**src/shift_bit_cfg.svh**
```systemverilog
/*
 * Constants of the shift and bit-literal unit: instruction field
 * positions, register numbers, operand width and program counter steps.
 * Assumes instruction bit 0 is the MSB, so printed bits 12-15 are [3:0].
 */
`ifndef SHIFT_BIT_CFG_SVH
`define SHIFT_BIT_CFG_SVH

// =====================================================================
// operand and field widths
`define SBU_WORD_W       16
`define SBU_FIELD_W      4

// =====================================================================
// field positions inside the first instruction word (lsb numbering)
`define SBU_SH_REG_LSB   4
`define SBU_SH_CNT_LSB   0
`define SBU_ROT_SRC_LSB  0
`define SBU_BIT_N_LSB    4
`define SBU_BIT_REG_LSB  0
`define SBU_DISP_LSB     0

// =====================================================================
// fixed register numbers, literal seed and program counter steps
`define SBU_BASE_REG     4'h1
`define SBU_LIT_TOP      16'h8000
`define SBU_STEP_SHORT   2'h2
`define SBU_STEP_LONG    2'h3
`define SBU_ZERO_WORD    16'h0000

`endif

```
**src/shift_bit_pkg.sv**
```systemverilog
/*
 * Types of the shift and bit-literal unit: operation codes from the
 * instruction decoder and the sequencer states.
 * Assumes the decoder maps each opcode onto one op_t value.
 */
package shift_bit_pkg;

    // =================================================================
    // operations
    typedef enum logic [4:0] {
        OP_NONE,
        OP_SHIFT_LEFT_ARITH_PAIR,
        OP_SHIFT_RIGHT_ARITH_PAIR,
        OP_SHIFT_LEFT_ARITH_ONE,
        OP_SHIFT_RIGHT_ARITH_ONE,
        OP_SHIFT_LEFT_LOGIC_PAIR,
        OP_SHIFT_RIGHT_LOGIC_PAIR,
        OP_SHIFT_LEFT_LOGIC_ONE,
        OP_SHIFT_RIGHT_LOGIC_ONE,
        OP_ROTATE_LEFT_ONE,
        OP_LOAD_ONE_HOT_REG,
        OP_LOAD_ONE_HOT_REG_JUMP,
        OP_ADD_BIT_MEM_LONG,
        OP_ADD_BIT_MEM_LONG_BRANCH,
        OP_ADD_BIT_MEM_DISPLACED,
        OP_ADD_BIT_MEM_DISPLACED_BRANCH,
        OP_ADD_BIT_MEM_INDEXED
    } op_t;

    // =================================================================
    // sequencer states
    typedef enum logic [2:0] {
        ST_IDLE,
        ST_SHIFT,
        ST_WR_HI,
        ST_WR_LO,
        ST_MEM_RD,
        ST_MEM_WR,
        ST_DONE
    } state_t;

endpackage
```
**src/shift_and_bit_literal_unit.sv**
```systemverilog
/*
 * Shift and bit-literal execution unit of a 16-bit word processor:
 * stepwise shifts on one register or an even-odd pair, one-bit rotate,
 * one-hot register load and add-bit-in-memory with optional branch.
 * Assumes a register file with two combinational read ports and one
 * write port, and a memory port that answers each request with ack.
 */
// Behaviour
// - pair arith left: keep even sign, zeros into odd, odd msb to even.
// - single and pair arith left shifts also update overflow.
// - pair arith right: keep sign, even lsb into odd msb, odd lsb lost.
// - single arith left: keep sign, drop bit 1, zeros at bottom.
// - single arith right: keep sign, drop bits leaving the bottom.
// - pair logic left: zeros into odd, odd top into even, even top lost.
// - pair logic right: zeros into even, even low into odd, odd low lost.
// - single logic left: zero fill low end, top bits lost.
// - single logic right: zero fill high end, low bits lost.
// - rotate writes source left by one, msb to bit 15; no count.
// - other shifts move zero to 15 positions by the count field.
// - bit field n gives a one-hot literal of weight two to 15-n.
// - literal add carries leftward through the sign bit.
// - one-hot load writes one at n and zeros elsewhere.
// - jumping one-hot load always loads pc from word two.
// - add-bit-in-memory writes back and flags signed overflow.
// - long branch form: nonzero jumps to word three, zero goes on.
// - displaced forms address register one plus displacement.
// - displaced branch: nonzero loads pc from word two, zero adds 2.
// - indexed form addresses the named index register contents.
// - shift count is instruction bits 12-15, unsigned.
// - pair arith shifts treat even as high half, odd as low.
`timescale 1ns/1ps
`include "shift_bit_cfg.svh"

module shift_and_bit_literal_unit #(
    parameter int DATA_W = `SBU_WORD_W
) (
    input  wire logic                 sys_clk,
    input  wire logic                 rst,
    input  wire logic                 start,
    input  wire shift_bit_pkg::op_t   op,
    input  wire logic [15:0]          instr_word,
    input  wire logic [15:0]          word_two,
    input  wire logic [15:0]          word_three,
    output logic                      busy,
    output logic                      done,
    output logic [3:0]                rf_raddr_a,
    input  wire logic [15:0]          rf_rdata_a,
    output logic [3:0]                rf_raddr_b,
    input  wire logic [15:0]          rf_rdata_b,
    output logic                      rf_we,
    output logic [3:0]                rf_waddr,
    output logic [15:0]               rf_wdata,
    output logic                      mem_req,
    output logic                      mem_we,
    output logic [15:0]               mem_addr,
    output logic [15:0]               mem_wdata,
    input  wire logic [15:0]          mem_rdata,
    input  wire logic                 mem_ack,
    output logic                      ovf_we,
    output logic                      ovf_value,
    output logic                      pc_load,
    output logic [15:0]               pc_target,
    output logic                      pc_step,
    output logic [1:0]                pc_step_amount
);

    // =================================================================
    // elaboration check
    if (DATA_W != 16) begin : g_width_check
        $error("shift_and_bit_literal_unit serves 16-bit words only");
    end

    // =================================================================
    // helpers
    function automatic logic [15:0] one_hot(input logic [3:0] n);
        return `SBU_LIT_TOP >> n;
    endfunction

    function automatic logic is_pair(input shift_bit_pkg::op_t o);
        return o == shift_bit_pkg::OP_SHIFT_LEFT_ARITH_PAIR ||
               o == shift_bit_pkg::OP_SHIFT_RIGHT_ARITH_PAIR ||
               o == shift_bit_pkg::OP_SHIFT_LEFT_LOGIC_PAIR ||
               o == shift_bit_pkg::OP_SHIFT_RIGHT_LOGIC_PAIR;
    endfunction

    function automatic logic is_left_arith(input shift_bit_pkg::op_t o);
        return o == shift_bit_pkg::OP_SHIFT_LEFT_ARITH_PAIR ||
               o == shift_bit_pkg::OP_SHIFT_LEFT_ARITH_ONE;
    endfunction

    function automatic logic is_shift(input shift_bit_pkg::op_t o);
        return o >= shift_bit_pkg::OP_SHIFT_LEFT_ARITH_PAIR &&
               o <= shift_bit_pkg::OP_SHIFT_RIGHT_LOGIC_ONE;
    endfunction

    function automatic logic is_mem(input shift_bit_pkg::op_t o);
        return o >= shift_bit_pkg::OP_ADD_BIT_MEM_LONG;
    endfunction

    // one shift step: {discarded bit differs from sign, hi, lo}
    function automatic logic [32:0] shift_step(
        input shift_bit_pkg::op_t o,
        input logic [15:0]        hi,
        input logic [15:0]        lo
    );
        case (o)
            shift_bit_pkg::OP_SHIFT_LEFT_ARITH_PAIR:
                return {hi[14] ^ hi[15], hi[15], hi[13:0], lo[15],
                        lo[14:0], 1'b0};
            shift_bit_pkg::OP_SHIFT_LEFT_ARITH_ONE:
                return {hi[14] ^ hi[15], hi[15], hi[13:0], 1'b0, lo};
            shift_bit_pkg::OP_SHIFT_RIGHT_ARITH_PAIR:
                return {1'b0, hi[15], hi[15:1], hi[0], lo[15:1]};
            shift_bit_pkg::OP_SHIFT_RIGHT_ARITH_ONE:
                return {1'b0, hi[15], hi[15:1], lo};
            shift_bit_pkg::OP_SHIFT_LEFT_LOGIC_PAIR:
                return {1'b0, hi[14:0], lo[15], lo[14:0], 1'b0};
            shift_bit_pkg::OP_SHIFT_LEFT_LOGIC_ONE:
                return {1'b0, hi[14:0], 1'b0, lo};
            shift_bit_pkg::OP_SHIFT_RIGHT_LOGIC_PAIR:
                return {1'b0, 1'b0, hi[15:1], hi[0], lo[15:1]};
            shift_bit_pkg::OP_SHIFT_RIGHT_LOGIC_ONE:
                return {1'b0, 1'b0, hi[15:1], lo};
            default:
                return {1'b0, hi, lo};
        endcase
    endfunction

    // =================================================================
    // instruction fields
    logic [3:0]  sh_reg;
    logic [3:0]  sh_cnt;
    logic [3:0]  rot_src;
    logic [3:0]  bit_n;
    logic [3:0]  bit_reg;
    logic [15:0] disp;

    assign sh_reg  = instr_word[`SBU_SH_REG_LSB +: `SBU_FIELD_W];
    assign sh_cnt  = instr_word[`SBU_SH_CNT_LSB +: `SBU_FIELD_W];
    assign rot_src = instr_word[`SBU_ROT_SRC_LSB +: `SBU_FIELD_W];
    assign bit_n   = instr_word[`SBU_BIT_N_LSB +: `SBU_FIELD_W];
    assign bit_reg = instr_word[`SBU_BIT_REG_LSB +: `SBU_FIELD_W];
    assign disp    = {12'h000, instr_word[`SBU_DISP_LSB +: `SBU_FIELD_W]};

    // =================================================================
    // register file reads, taken in the start cycle
    always_comb begin
        case (op)
            shift_bit_pkg::OP_ROTATE_LEFT_ONE:
                rf_raddr_a = rot_src;
            shift_bit_pkg::OP_ADD_BIT_MEM_DISPLACED,
            shift_bit_pkg::OP_ADD_BIT_MEM_DISPLACED_BRANCH:
                rf_raddr_a = `SBU_BASE_REG;
            shift_bit_pkg::OP_ADD_BIT_MEM_INDEXED:
                rf_raddr_a = bit_reg;
            default:
                rf_raddr_a = sh_reg;
        endcase
    end
    assign rf_raddr_b = {sh_reg[3:1], 1'b1};

    // =================================================================
    // sequencer state
    shift_bit_pkg::state_t state_q;
    shift_bit_pkg::op_t    op_q;
    logic [3:0]            cnt_q;
    logic [3:0]            dst_q;
    logic [15:0]           hi_q;
    logic [15:0]           lo_q;
    logic                  ovf_q;
    logic                  moved_q;
    logic [15:0]           addr_q;
    logic [15:0]           old_q;
    logic [15:0]           lit_q;
    logic [15:0]           tgt_q;
    logic [32:0]           step;
    logic [15:0]           sum;

    assign step = shift_step(op_q, hi_q, lo_q);
    assign sum  = mem_rdata + lit_q;

    always_ff @(posedge sys_clk) begin
        if (rst) begin
            state_q <= shift_bit_pkg::ST_IDLE;
        end else begin
            case (state_q)
                shift_bit_pkg::ST_IDLE: begin
                    if (start && is_shift(op)) begin
                        state_q <= (sh_cnt == 4'h0) ?
                                   shift_bit_pkg::ST_DONE :
                                   shift_bit_pkg::ST_SHIFT;
                    end else if (start && is_mem(op)) begin
                        state_q <= shift_bit_pkg::ST_MEM_RD;
                    end else if (start && op != shift_bit_pkg::OP_NONE) begin
                        state_q <= shift_bit_pkg::ST_WR_HI;
                    end
                end
                shift_bit_pkg::ST_SHIFT: begin
                    if (cnt_q == 4'h1) begin
                        state_q <= shift_bit_pkg::ST_WR_HI;
                    end
                end
                shift_bit_pkg::ST_WR_HI: begin
                    state_q <= is_pair(op_q) ? shift_bit_pkg::ST_WR_LO :
                               shift_bit_pkg::ST_DONE;
                end
                shift_bit_pkg::ST_WR_LO: begin
                    state_q <= shift_bit_pkg::ST_DONE;
                end
                shift_bit_pkg::ST_MEM_RD: begin
                    if (mem_ack) begin
                        state_q <= shift_bit_pkg::ST_MEM_WR;
                    end
                end
                shift_bit_pkg::ST_MEM_WR: begin
                    if (mem_ack) begin
                        state_q <= shift_bit_pkg::ST_DONE;
                    end
                end
                default: begin
                    state_q <= shift_bit_pkg::ST_IDLE;
                end
            endcase
        end
    end

    // captured command
    always_ff @(posedge sys_clk) begin
        if (rst) begin
            op_q  <= shift_bit_pkg::OP_NONE;
            dst_q <= 4'h0;
            lit_q <= `SBU_ZERO_WORD;
            tgt_q <= `SBU_ZERO_WORD;
        end else if (state_q == shift_bit_pkg::ST_IDLE && start) begin
            op_q  <= op;
            dst_q <= (op == shift_bit_pkg::OP_LOAD_ONE_HOT_REG ||
                      op == shift_bit_pkg::OP_LOAD_ONE_HOT_REG_JUMP) ?
                     bit_reg : sh_reg;
            lit_q <= one_hot(bit_n);
            tgt_q <= (op == shift_bit_pkg::OP_ADD_BIT_MEM_LONG_BRANCH) ?
                     word_three : word_two;
        end
    end

    // operand pair and shift counter
    always_ff @(posedge sys_clk) begin
        if (rst) begin
            hi_q  <= `SBU_ZERO_WORD;
            lo_q  <= `SBU_ZERO_WORD;
            cnt_q <= 4'h0;
            ovf_q <= 1'b0;
            moved_q <= 1'b0;
        end else if (state_q == shift_bit_pkg::ST_IDLE && start) begin
            cnt_q <= sh_cnt;
            ovf_q <= 1'b0;
            moved_q <= 1'b0;
            lo_q  <= rf_rdata_b;
            case (op)
                shift_bit_pkg::OP_ROTATE_LEFT_ONE:
                    hi_q <= {rf_rdata_a[14:0], rf_rdata_a[15]};
                shift_bit_pkg::OP_LOAD_ONE_HOT_REG,
                shift_bit_pkg::OP_LOAD_ONE_HOT_REG_JUMP:
                    hi_q <= one_hot(bit_n);
                default:
                    hi_q <= rf_rdata_a;
            endcase
        end else if (state_q == shift_bit_pkg::ST_SHIFT) begin
            {hi_q, lo_q} <= step[31:0];
            ovf_q        <= ovf_q | step[32];
            cnt_q        <= cnt_q - 4'h1;
            moved_q      <= 1'b1;
        end
    end

    // memory address and data
    always_ff @(posedge sys_clk) begin
        if (rst) begin
            addr_q <= `SBU_ZERO_WORD;
            old_q  <= `SBU_ZERO_WORD;
        end else if (state_q == shift_bit_pkg::ST_IDLE && start) begin
            case (op)
                shift_bit_pkg::OP_ADD_BIT_MEM_DISPLACED,
                shift_bit_pkg::OP_ADD_BIT_MEM_DISPLACED_BRANCH:
                    addr_q <= rf_rdata_a + disp;
                shift_bit_pkg::OP_ADD_BIT_MEM_INDEXED:
                    addr_q <= rf_rdata_a;
                default:
                    addr_q <= word_two;
            endcase
        end else if (state_q == shift_bit_pkg::ST_MEM_RD && mem_ack) begin
            old_q <= mem_rdata;
        end
    end

    logic [15:0] result_q;
    always_ff @(posedge sys_clk) begin
        if (rst) begin
            result_q <= `SBU_ZERO_WORD;
        end else if (state_q == shift_bit_pkg::ST_MEM_RD && mem_ack) begin
            result_q <= sum;
        end
    end

    // =================================================================
    // outputs
    logic fin;
    logic br_taken;
    assign fin      = state_q == shift_bit_pkg::ST_DONE;
    assign br_taken = result_q != `SBU_ZERO_WORD;
    assign busy     = state_q != shift_bit_pkg::ST_IDLE;
    assign done     = fin;

    assign rf_we    = state_q == shift_bit_pkg::ST_WR_HI ||
                      state_q == shift_bit_pkg::ST_WR_LO;
    assign rf_waddr = (state_q == shift_bit_pkg::ST_WR_LO) ?
                      {dst_q[3:1], 1'b1} : dst_q;
    assign rf_wdata = (state_q == shift_bit_pkg::ST_WR_LO) ? lo_q : hi_q;

    assign mem_req   = state_q == shift_bit_pkg::ST_MEM_RD ||
                       state_q == shift_bit_pkg::ST_MEM_WR;
    assign mem_we    = state_q == shift_bit_pkg::ST_MEM_WR;
    assign mem_addr  = addr_q;
    assign mem_wdata = result_q;

    // count zero never shifted, so it leaves the flag alone
    assign ovf_we    = fin && (is_mem(op_q) ||
                               (is_left_arith(op_q) && moved_q));
    assign ovf_value = is_mem(op_q) ?
                       (~old_q[15] & result_q[15]) : ovf_q;

    assign pc_target = tgt_q;
    always_comb begin
        pc_load        = 1'b0;
        pc_step        = 1'b0;
        pc_step_amount = 2'h0;
        if (fin) begin
            case (op_q)
                shift_bit_pkg::OP_LOAD_ONE_HOT_REG_JUMP:
                    pc_load = 1'b1;
                shift_bit_pkg::OP_ADD_BIT_MEM_LONG_BRANCH: begin
                    pc_load        = br_taken;
                    pc_step        = !br_taken;
                    pc_step_amount = br_taken ? 2'h0 : `SBU_STEP_LONG;
                end
                shift_bit_pkg::OP_ADD_BIT_MEM_DISPLACED_BRANCH: begin
                    pc_load        = br_taken;
                    pc_step        = !br_taken;
                    pc_step_amount = br_taken ? 2'h0 : `SBU_STEP_SHORT;
                end
                default: begin
                    pc_load = 1'b0;
                end
            endcase
        end
    end

    // =================================================================
    // checks
    logic [15:0] src_seen_q;
    always_ff @(posedge sys_clk) begin
        src_seen_q <= rf_rdata_a;
    end

    chk_sign_hold_left: assert property (@(posedge sys_clk) disable iff (rst)
        state_q == shift_bit_pkg::ST_SHIFT && is_left_arith(op_q)
        |=> hi_q[15] == $past(hi_q[15]))
        else $error("arith left shift changed the sign bit");

    chk_zero_count: assert property (@(posedge sys_clk) disable iff (rst)
        start && !busy && is_shift(op) && sh_cnt == 4'h0
        |=> done && !ovf_we && !rf_we)
        else $error("zero count touched registers or overflow");

    chk_rotate_word: assert property (@(posedge sys_clk) disable iff (rst)
        start && !busy && op == shift_bit_pkg::OP_ROTATE_LEFT_ONE
        |=> rf_we && rf_wdata == {src_seen_q[14:0], src_seen_q[15]})
        else $error("rotate result wrong");

    chk_one_hot_load: assert property (@(posedge sys_clk) disable iff (rst)
        start && !busy && op == shift_bit_pkg::OP_LOAD_ONE_HOT_REG
        |=> rf_we && $onehot(rf_wdata))
        else $error("one-hot load not one-hot");

    chk_jump_target: assert property (@(posedge sys_clk) disable iff (rst)
        start && !busy && op == shift_bit_pkg::OP_LOAD_ONE_HOT_REG_JUMP
        |=> ##1 pc_load && pc_target == $past(word_two, 2))
        else $error("jumping load did not load pc");

    chk_pair_order: assert property (@(posedge sys_clk) disable iff (rst)
        state_q == shift_bit_pkg::ST_WR_HI && is_pair(op_q)
        |-> !rf_waddr[0] ##1 rf_we && rf_waddr[0] ##1 done)
        else $error("pair write order wrong");

    chk_short_step: assert property (@(posedge sys_clk) disable iff (rst)
        fin && op_q == shift_bit_pkg::OP_ADD_BIT_MEM_DISPLACED_BRANCH
        && result_q == `SBU_ZERO_WORD
        |-> pc_step && pc_step_amount == 2'h2 && !pc_load)
        else $error("zero result did not step pc by two");

    chk_add_overflow: assert property (@(posedge sys_clk) disable iff (rst)
        state_q == shift_bit_pkg::ST_MEM_WR && mem_ack
        |=> ovf_we && ovf_value == (!old_q[15] && result_q[15]))
        else $error("add-bit overflow wrong");

    cov_pair_shift: cover property (@(posedge sys_clk)
        state_q == shift_bit_pkg::ST_WR_LO && cnt_q == 4'h0);
    cov_long_branch: cover property (@(posedge sys_clk)
        pc_load && op_q == shift_bit_pkg::OP_ADD_BIT_MEM_LONG_BRANCH);
    cov_add_ovf: cover property (@(posedge sys_clk) ovf_we && ovf_value);

endmodule

```
**config.mk**
```make
export PLATFORM = sky130hd
export DESIGN_NAME = shift_and_bit_literal_unit
export DESIGN_NICKNAME = d
export VERILOG_FILES = /design/src/shift_bit_pkg.sv /design/src/shift_and_bit_literal_unit.sv
export VERILOG_INCLUDE_DIRS = /design/src
export SDC_FILE = /design/constraint.sdc
export NUM_CORES = 1
export LEC_CHECK = 0
export ABC_CLOCK_PERIOD_IN_PS = 5150
export BUFFER_PORTS_ARGS = -buffer_cell sky130_fd_sc_hd__buf_2
export CORE_MARGIN = 10
export CORE_UTILIZATION = 27
export DETAILED_ROUTE_END_ITERATION = 16
export PLACE_DENSITY = 0.53
export SETUP_SLACK_MARGIN = 0.02
export SYNTH_ARGS = -nofsm -noshare
export SYNTH_HDL_FRONTEND = slang
export SYNTH_SLANG_ARGS = --single-unit
```
**constraint.sdc**
```tcl
create_clock -name sys_clk -period 5.15 [get_ports sys_clk]
set_input_delay 0.2575 -clock sys_clk [delete_from_list [all_inputs] [get_ports sys_clk]]
set_output_delay 0.2575 -clock sys_clk [all_outputs]
set_load 0.02 [all_outputs]
```
==> summary by stage <==
Yosys
Counting distinct cell types in the post-synthesis netlist gives 73. The mapped netlist covers 7200 µm². The cell count after synthesis is 887. Yosys mapped a number of flops with a built-in enable equal to 0. The average cell area after synthesis is between 8 and 9 µm². The post-synthesis async set-or-reset flop share is 0%. The most common flop cell mapped by yosys is dfxtp_1.

The number of nets handed over by synthesis was 1015. For this run, the number of Yosys warnings is 0. The share of the yosys chip area belonging to registers is roughly a third.

The total of flip-flops plus latches after synthesis is about 120.

CTS
The number of buffers between clock root and the deepest sink is 2. The buffer cell driving the clock tree root is clkbuf_16. In this run, post-CTS hold repair placed 0 buffers.

The clock drives between 100 and 150 sinks. The number of CTS-inserted buffers is 17. Clock latency on the worst-skew pair, taken at its later pin, is approximately 0.43 ns. TritonCTS built the clock tree. Post-CTS repair changed the size of 0 cells. The clock tree synthesis step divided the H-tree into 4 levels. The clock-pin slew on the worst setup and hold paths is roughly 0.060 ns.

Buffers added to address setup during post-CTS repair amount to 0.

Critical path
The worst setup path is of the reg2out kind. The maximum fanout count along the critical path is 16. The worst setup path is captured at a primary output. The critical path startpoint category is a flip-flop. For the worst setup path, the data required time is around 4.9 ns.

Data arrives at the worst endpoint at 2.59 ns.

Place
The worst slack at placement is between 2 and 3 ns. The count of port buffers added during placement is 182. Summed over all nets, the half-perimeter wirelength after detailed placement is between 15 and 20 mm. The placer congestion estimate is 0.844.

The placed instance count is roughly 1300. The instance area after placement is 8130 µm².

Die
The area of the die is roughly 34000 µm². The I/O pin count is roughly 190. The core box area is 26100 µm². The width of the die is about 180 µm. The effective utilization at floorplan is 27.6%. In this run the core area contains between 50 and 60 standard-cell rows.

The overall die height is 183 µm.

Power and ir drop
The final total power is between 3 and 4 mW. The highest ir drop seen on vdd is 0.230 mV. For this design the static power due to leakage is 3.64 nW. The cell area power density is 380 nW/µm².

Worst hold path
The path class of the tightest hold or removal check is in2reg.

Routing
The detailed-route DRC error count is 0. The first TritonRoute pass finished after 5 iterations. In the routed layout, each cell is associated on average with a via count of 5.32. The first-iteration detailed-routing DRC count is 699.

Once detail routing completed, the nets flagged for antenna violations numbered 0. Dividing the detail-routed wire length by the instance count gives between 15 and 20 µm. The final routed wirelength across all metal layers is 26.3 mm. The routed layout has 7213 vias.

Global route
For this run the aggregate overflow at the end of global routing stands at 0. The number of antenna violations at the first check in global routing is 6. The all-layer global routing usage is 15.4%. The largest net degree at the start of global routing is 95. The first-pass GRT wire length is 41.3 mm. The number of global-route vias before repair came to 7184.

STA
The number of endpoints with negative hold slack in the final report was 0. The max-slew violation count came to 0. The highest attainable clock frequency is 351 MHz. The count of final setup violators is 0.

The time the worst path needs with I/O delays and setup is about 2.8 ns. The portion of the clock cycle consumed by the worst path in the final layout is 55.3%. Setup repair after global routing left no endpoint under its margin. Across the routed clock network, the largest skew measured is 0.00932 ns. The smallest hold slack is 0.0934 ns.

The setup TNS is 0 ns. The remaining max-slew budget at the tightest pin is 27.2%. At the pin with the least slew margin, the transition time is 1.08 ns. In the post-route analysis, the smallest setup slack over all paths is 2.30 ns.

Finish
Once layout is done, the placed cells without fillers occupy between 8000 and 9000 µm². The share of post-route cells with drive strength above 1 is between 20% and 30%. At the end of the flow, the number of nets in the layout was 1137.

At the end of the flow the core is filled with cells to 33.5%. The number of cells in the finished layout apart from fillers is between 1000 and 1500. The area growth from synthesis to layout is 21.8%.

Outcome
The run finished with clean final reports.

Flow run
The number of max-cap violations is 0.
-- critical path, stage by stage (launching register included) --
cell	delay [ns]
dfxtp_1	0.51
nor3b_2	0.92
nor2b_1	0.27
nand2_1	0.07
a21boi_0	0.18
buf_2	0.21
-- report_power, final --
group / internal [mW] / switching, mW
Combinational: 0.318 / 0.581
Clock: 0.864 / 0.438
Sequential: 1.01 / 0.117
Total: 2.19 / 1.14
-- Yosys cell counts (all sizes together), types with 20 or more instances --
master | count | share of area [%]
a211oi | 46 | 4.8
mux2i | 20 | 2.8
nand3 | 24 | 1.7
clkbuf | 35 | 1.8
a21oi | 77 | 5.4
a221oi | 23 | 2.9
nand2 | 90 | 4.7
buf | 48 | 4.3
o21ai | 50 | 3.5
nand4 | 21 | 1.8
dfxtp | 115 | 32
ha | 21 | 3.6
nor2 | 80 | 4.3
nor3 | 32 | 2.3
-- layer usage --
metal	GRT usage [%]	vias up	part of all wire, %
met4	4.62	8	1.4
met2	23.0	212	44
met3	5.14	30	7.0
met5	0	-	0.17
met1	20.6	3389	47
li1	-	3574	-
-- kinds of logic (layout without fill, tap and decap cells) --
logic type	Yosys count	in the layout	synth area share [%]
adders and majority gates	23	23	4.21
and+or+nand+nor	315	315	22.2
AOI/OAI and AO/OA	284	284	27.1
DFF	115	115	32.0
buffers and inverters	91	224	6.52
xor gates and xnor gates	22	22	2.68
other	1	3	0.0521
muxes	36	36	5.28
-- flip-flops by register name, indices dropped and copies added (netlist names) --
register,count
hi_q,16
old_q,1
moved_q,1
op_q,5
mem_wdata,16
cnt_q,4
ovf_q,1
pc_target,16
lo_q,16
lit_q,16
dst_q,4
mem_addr,16
state_q,3
-- worst paths after layout --
path                                              start               endpoint  slack [ns]  cells after the start
worst min-delay path                     rf_rdata_b[10]  lo_q[10]$_SDFFE_PP0P_        0.09                      3
worst max-delay path               op_q[0]$_SDFFE_PP0P_                 ovf_we        2.30                      5
worst min register to register    lit_q[7]$_SDFFE_PP0P_  lit_q[7]$_SDFFE_PP0P_        0.46                      2
worst max register to register  state_q[0]$_SDFFE_PP0P_  lo_q[15]$_SDFFE_PP0P_        2.58                      5
-- layout make-up --
class                   count  area, µm²
fillers                  2859      17400
multi-input cells         681       4440
flip-flops and latches    115       2300
inverters                   8       30.0
diodes                      2       5.00
well taps                 335        419
clock buffers              20        447
repair buffers            186        943
clock inverters            10        183
-- placed cells by master (no fill, tap or decap), types with 21 or more instances in the layout --
master	n
nor3_1	31
nand2_1	90
nor2_1	77
ha_1	21
a211oi_1	46
a221oi_1	22
nand3_1	23
a21oi_1	76
buf_2	181
nand4_1	21
o21ai_0	45
dfxtp_1	115
Note: power is estimated with default switching activity, not from simulation.
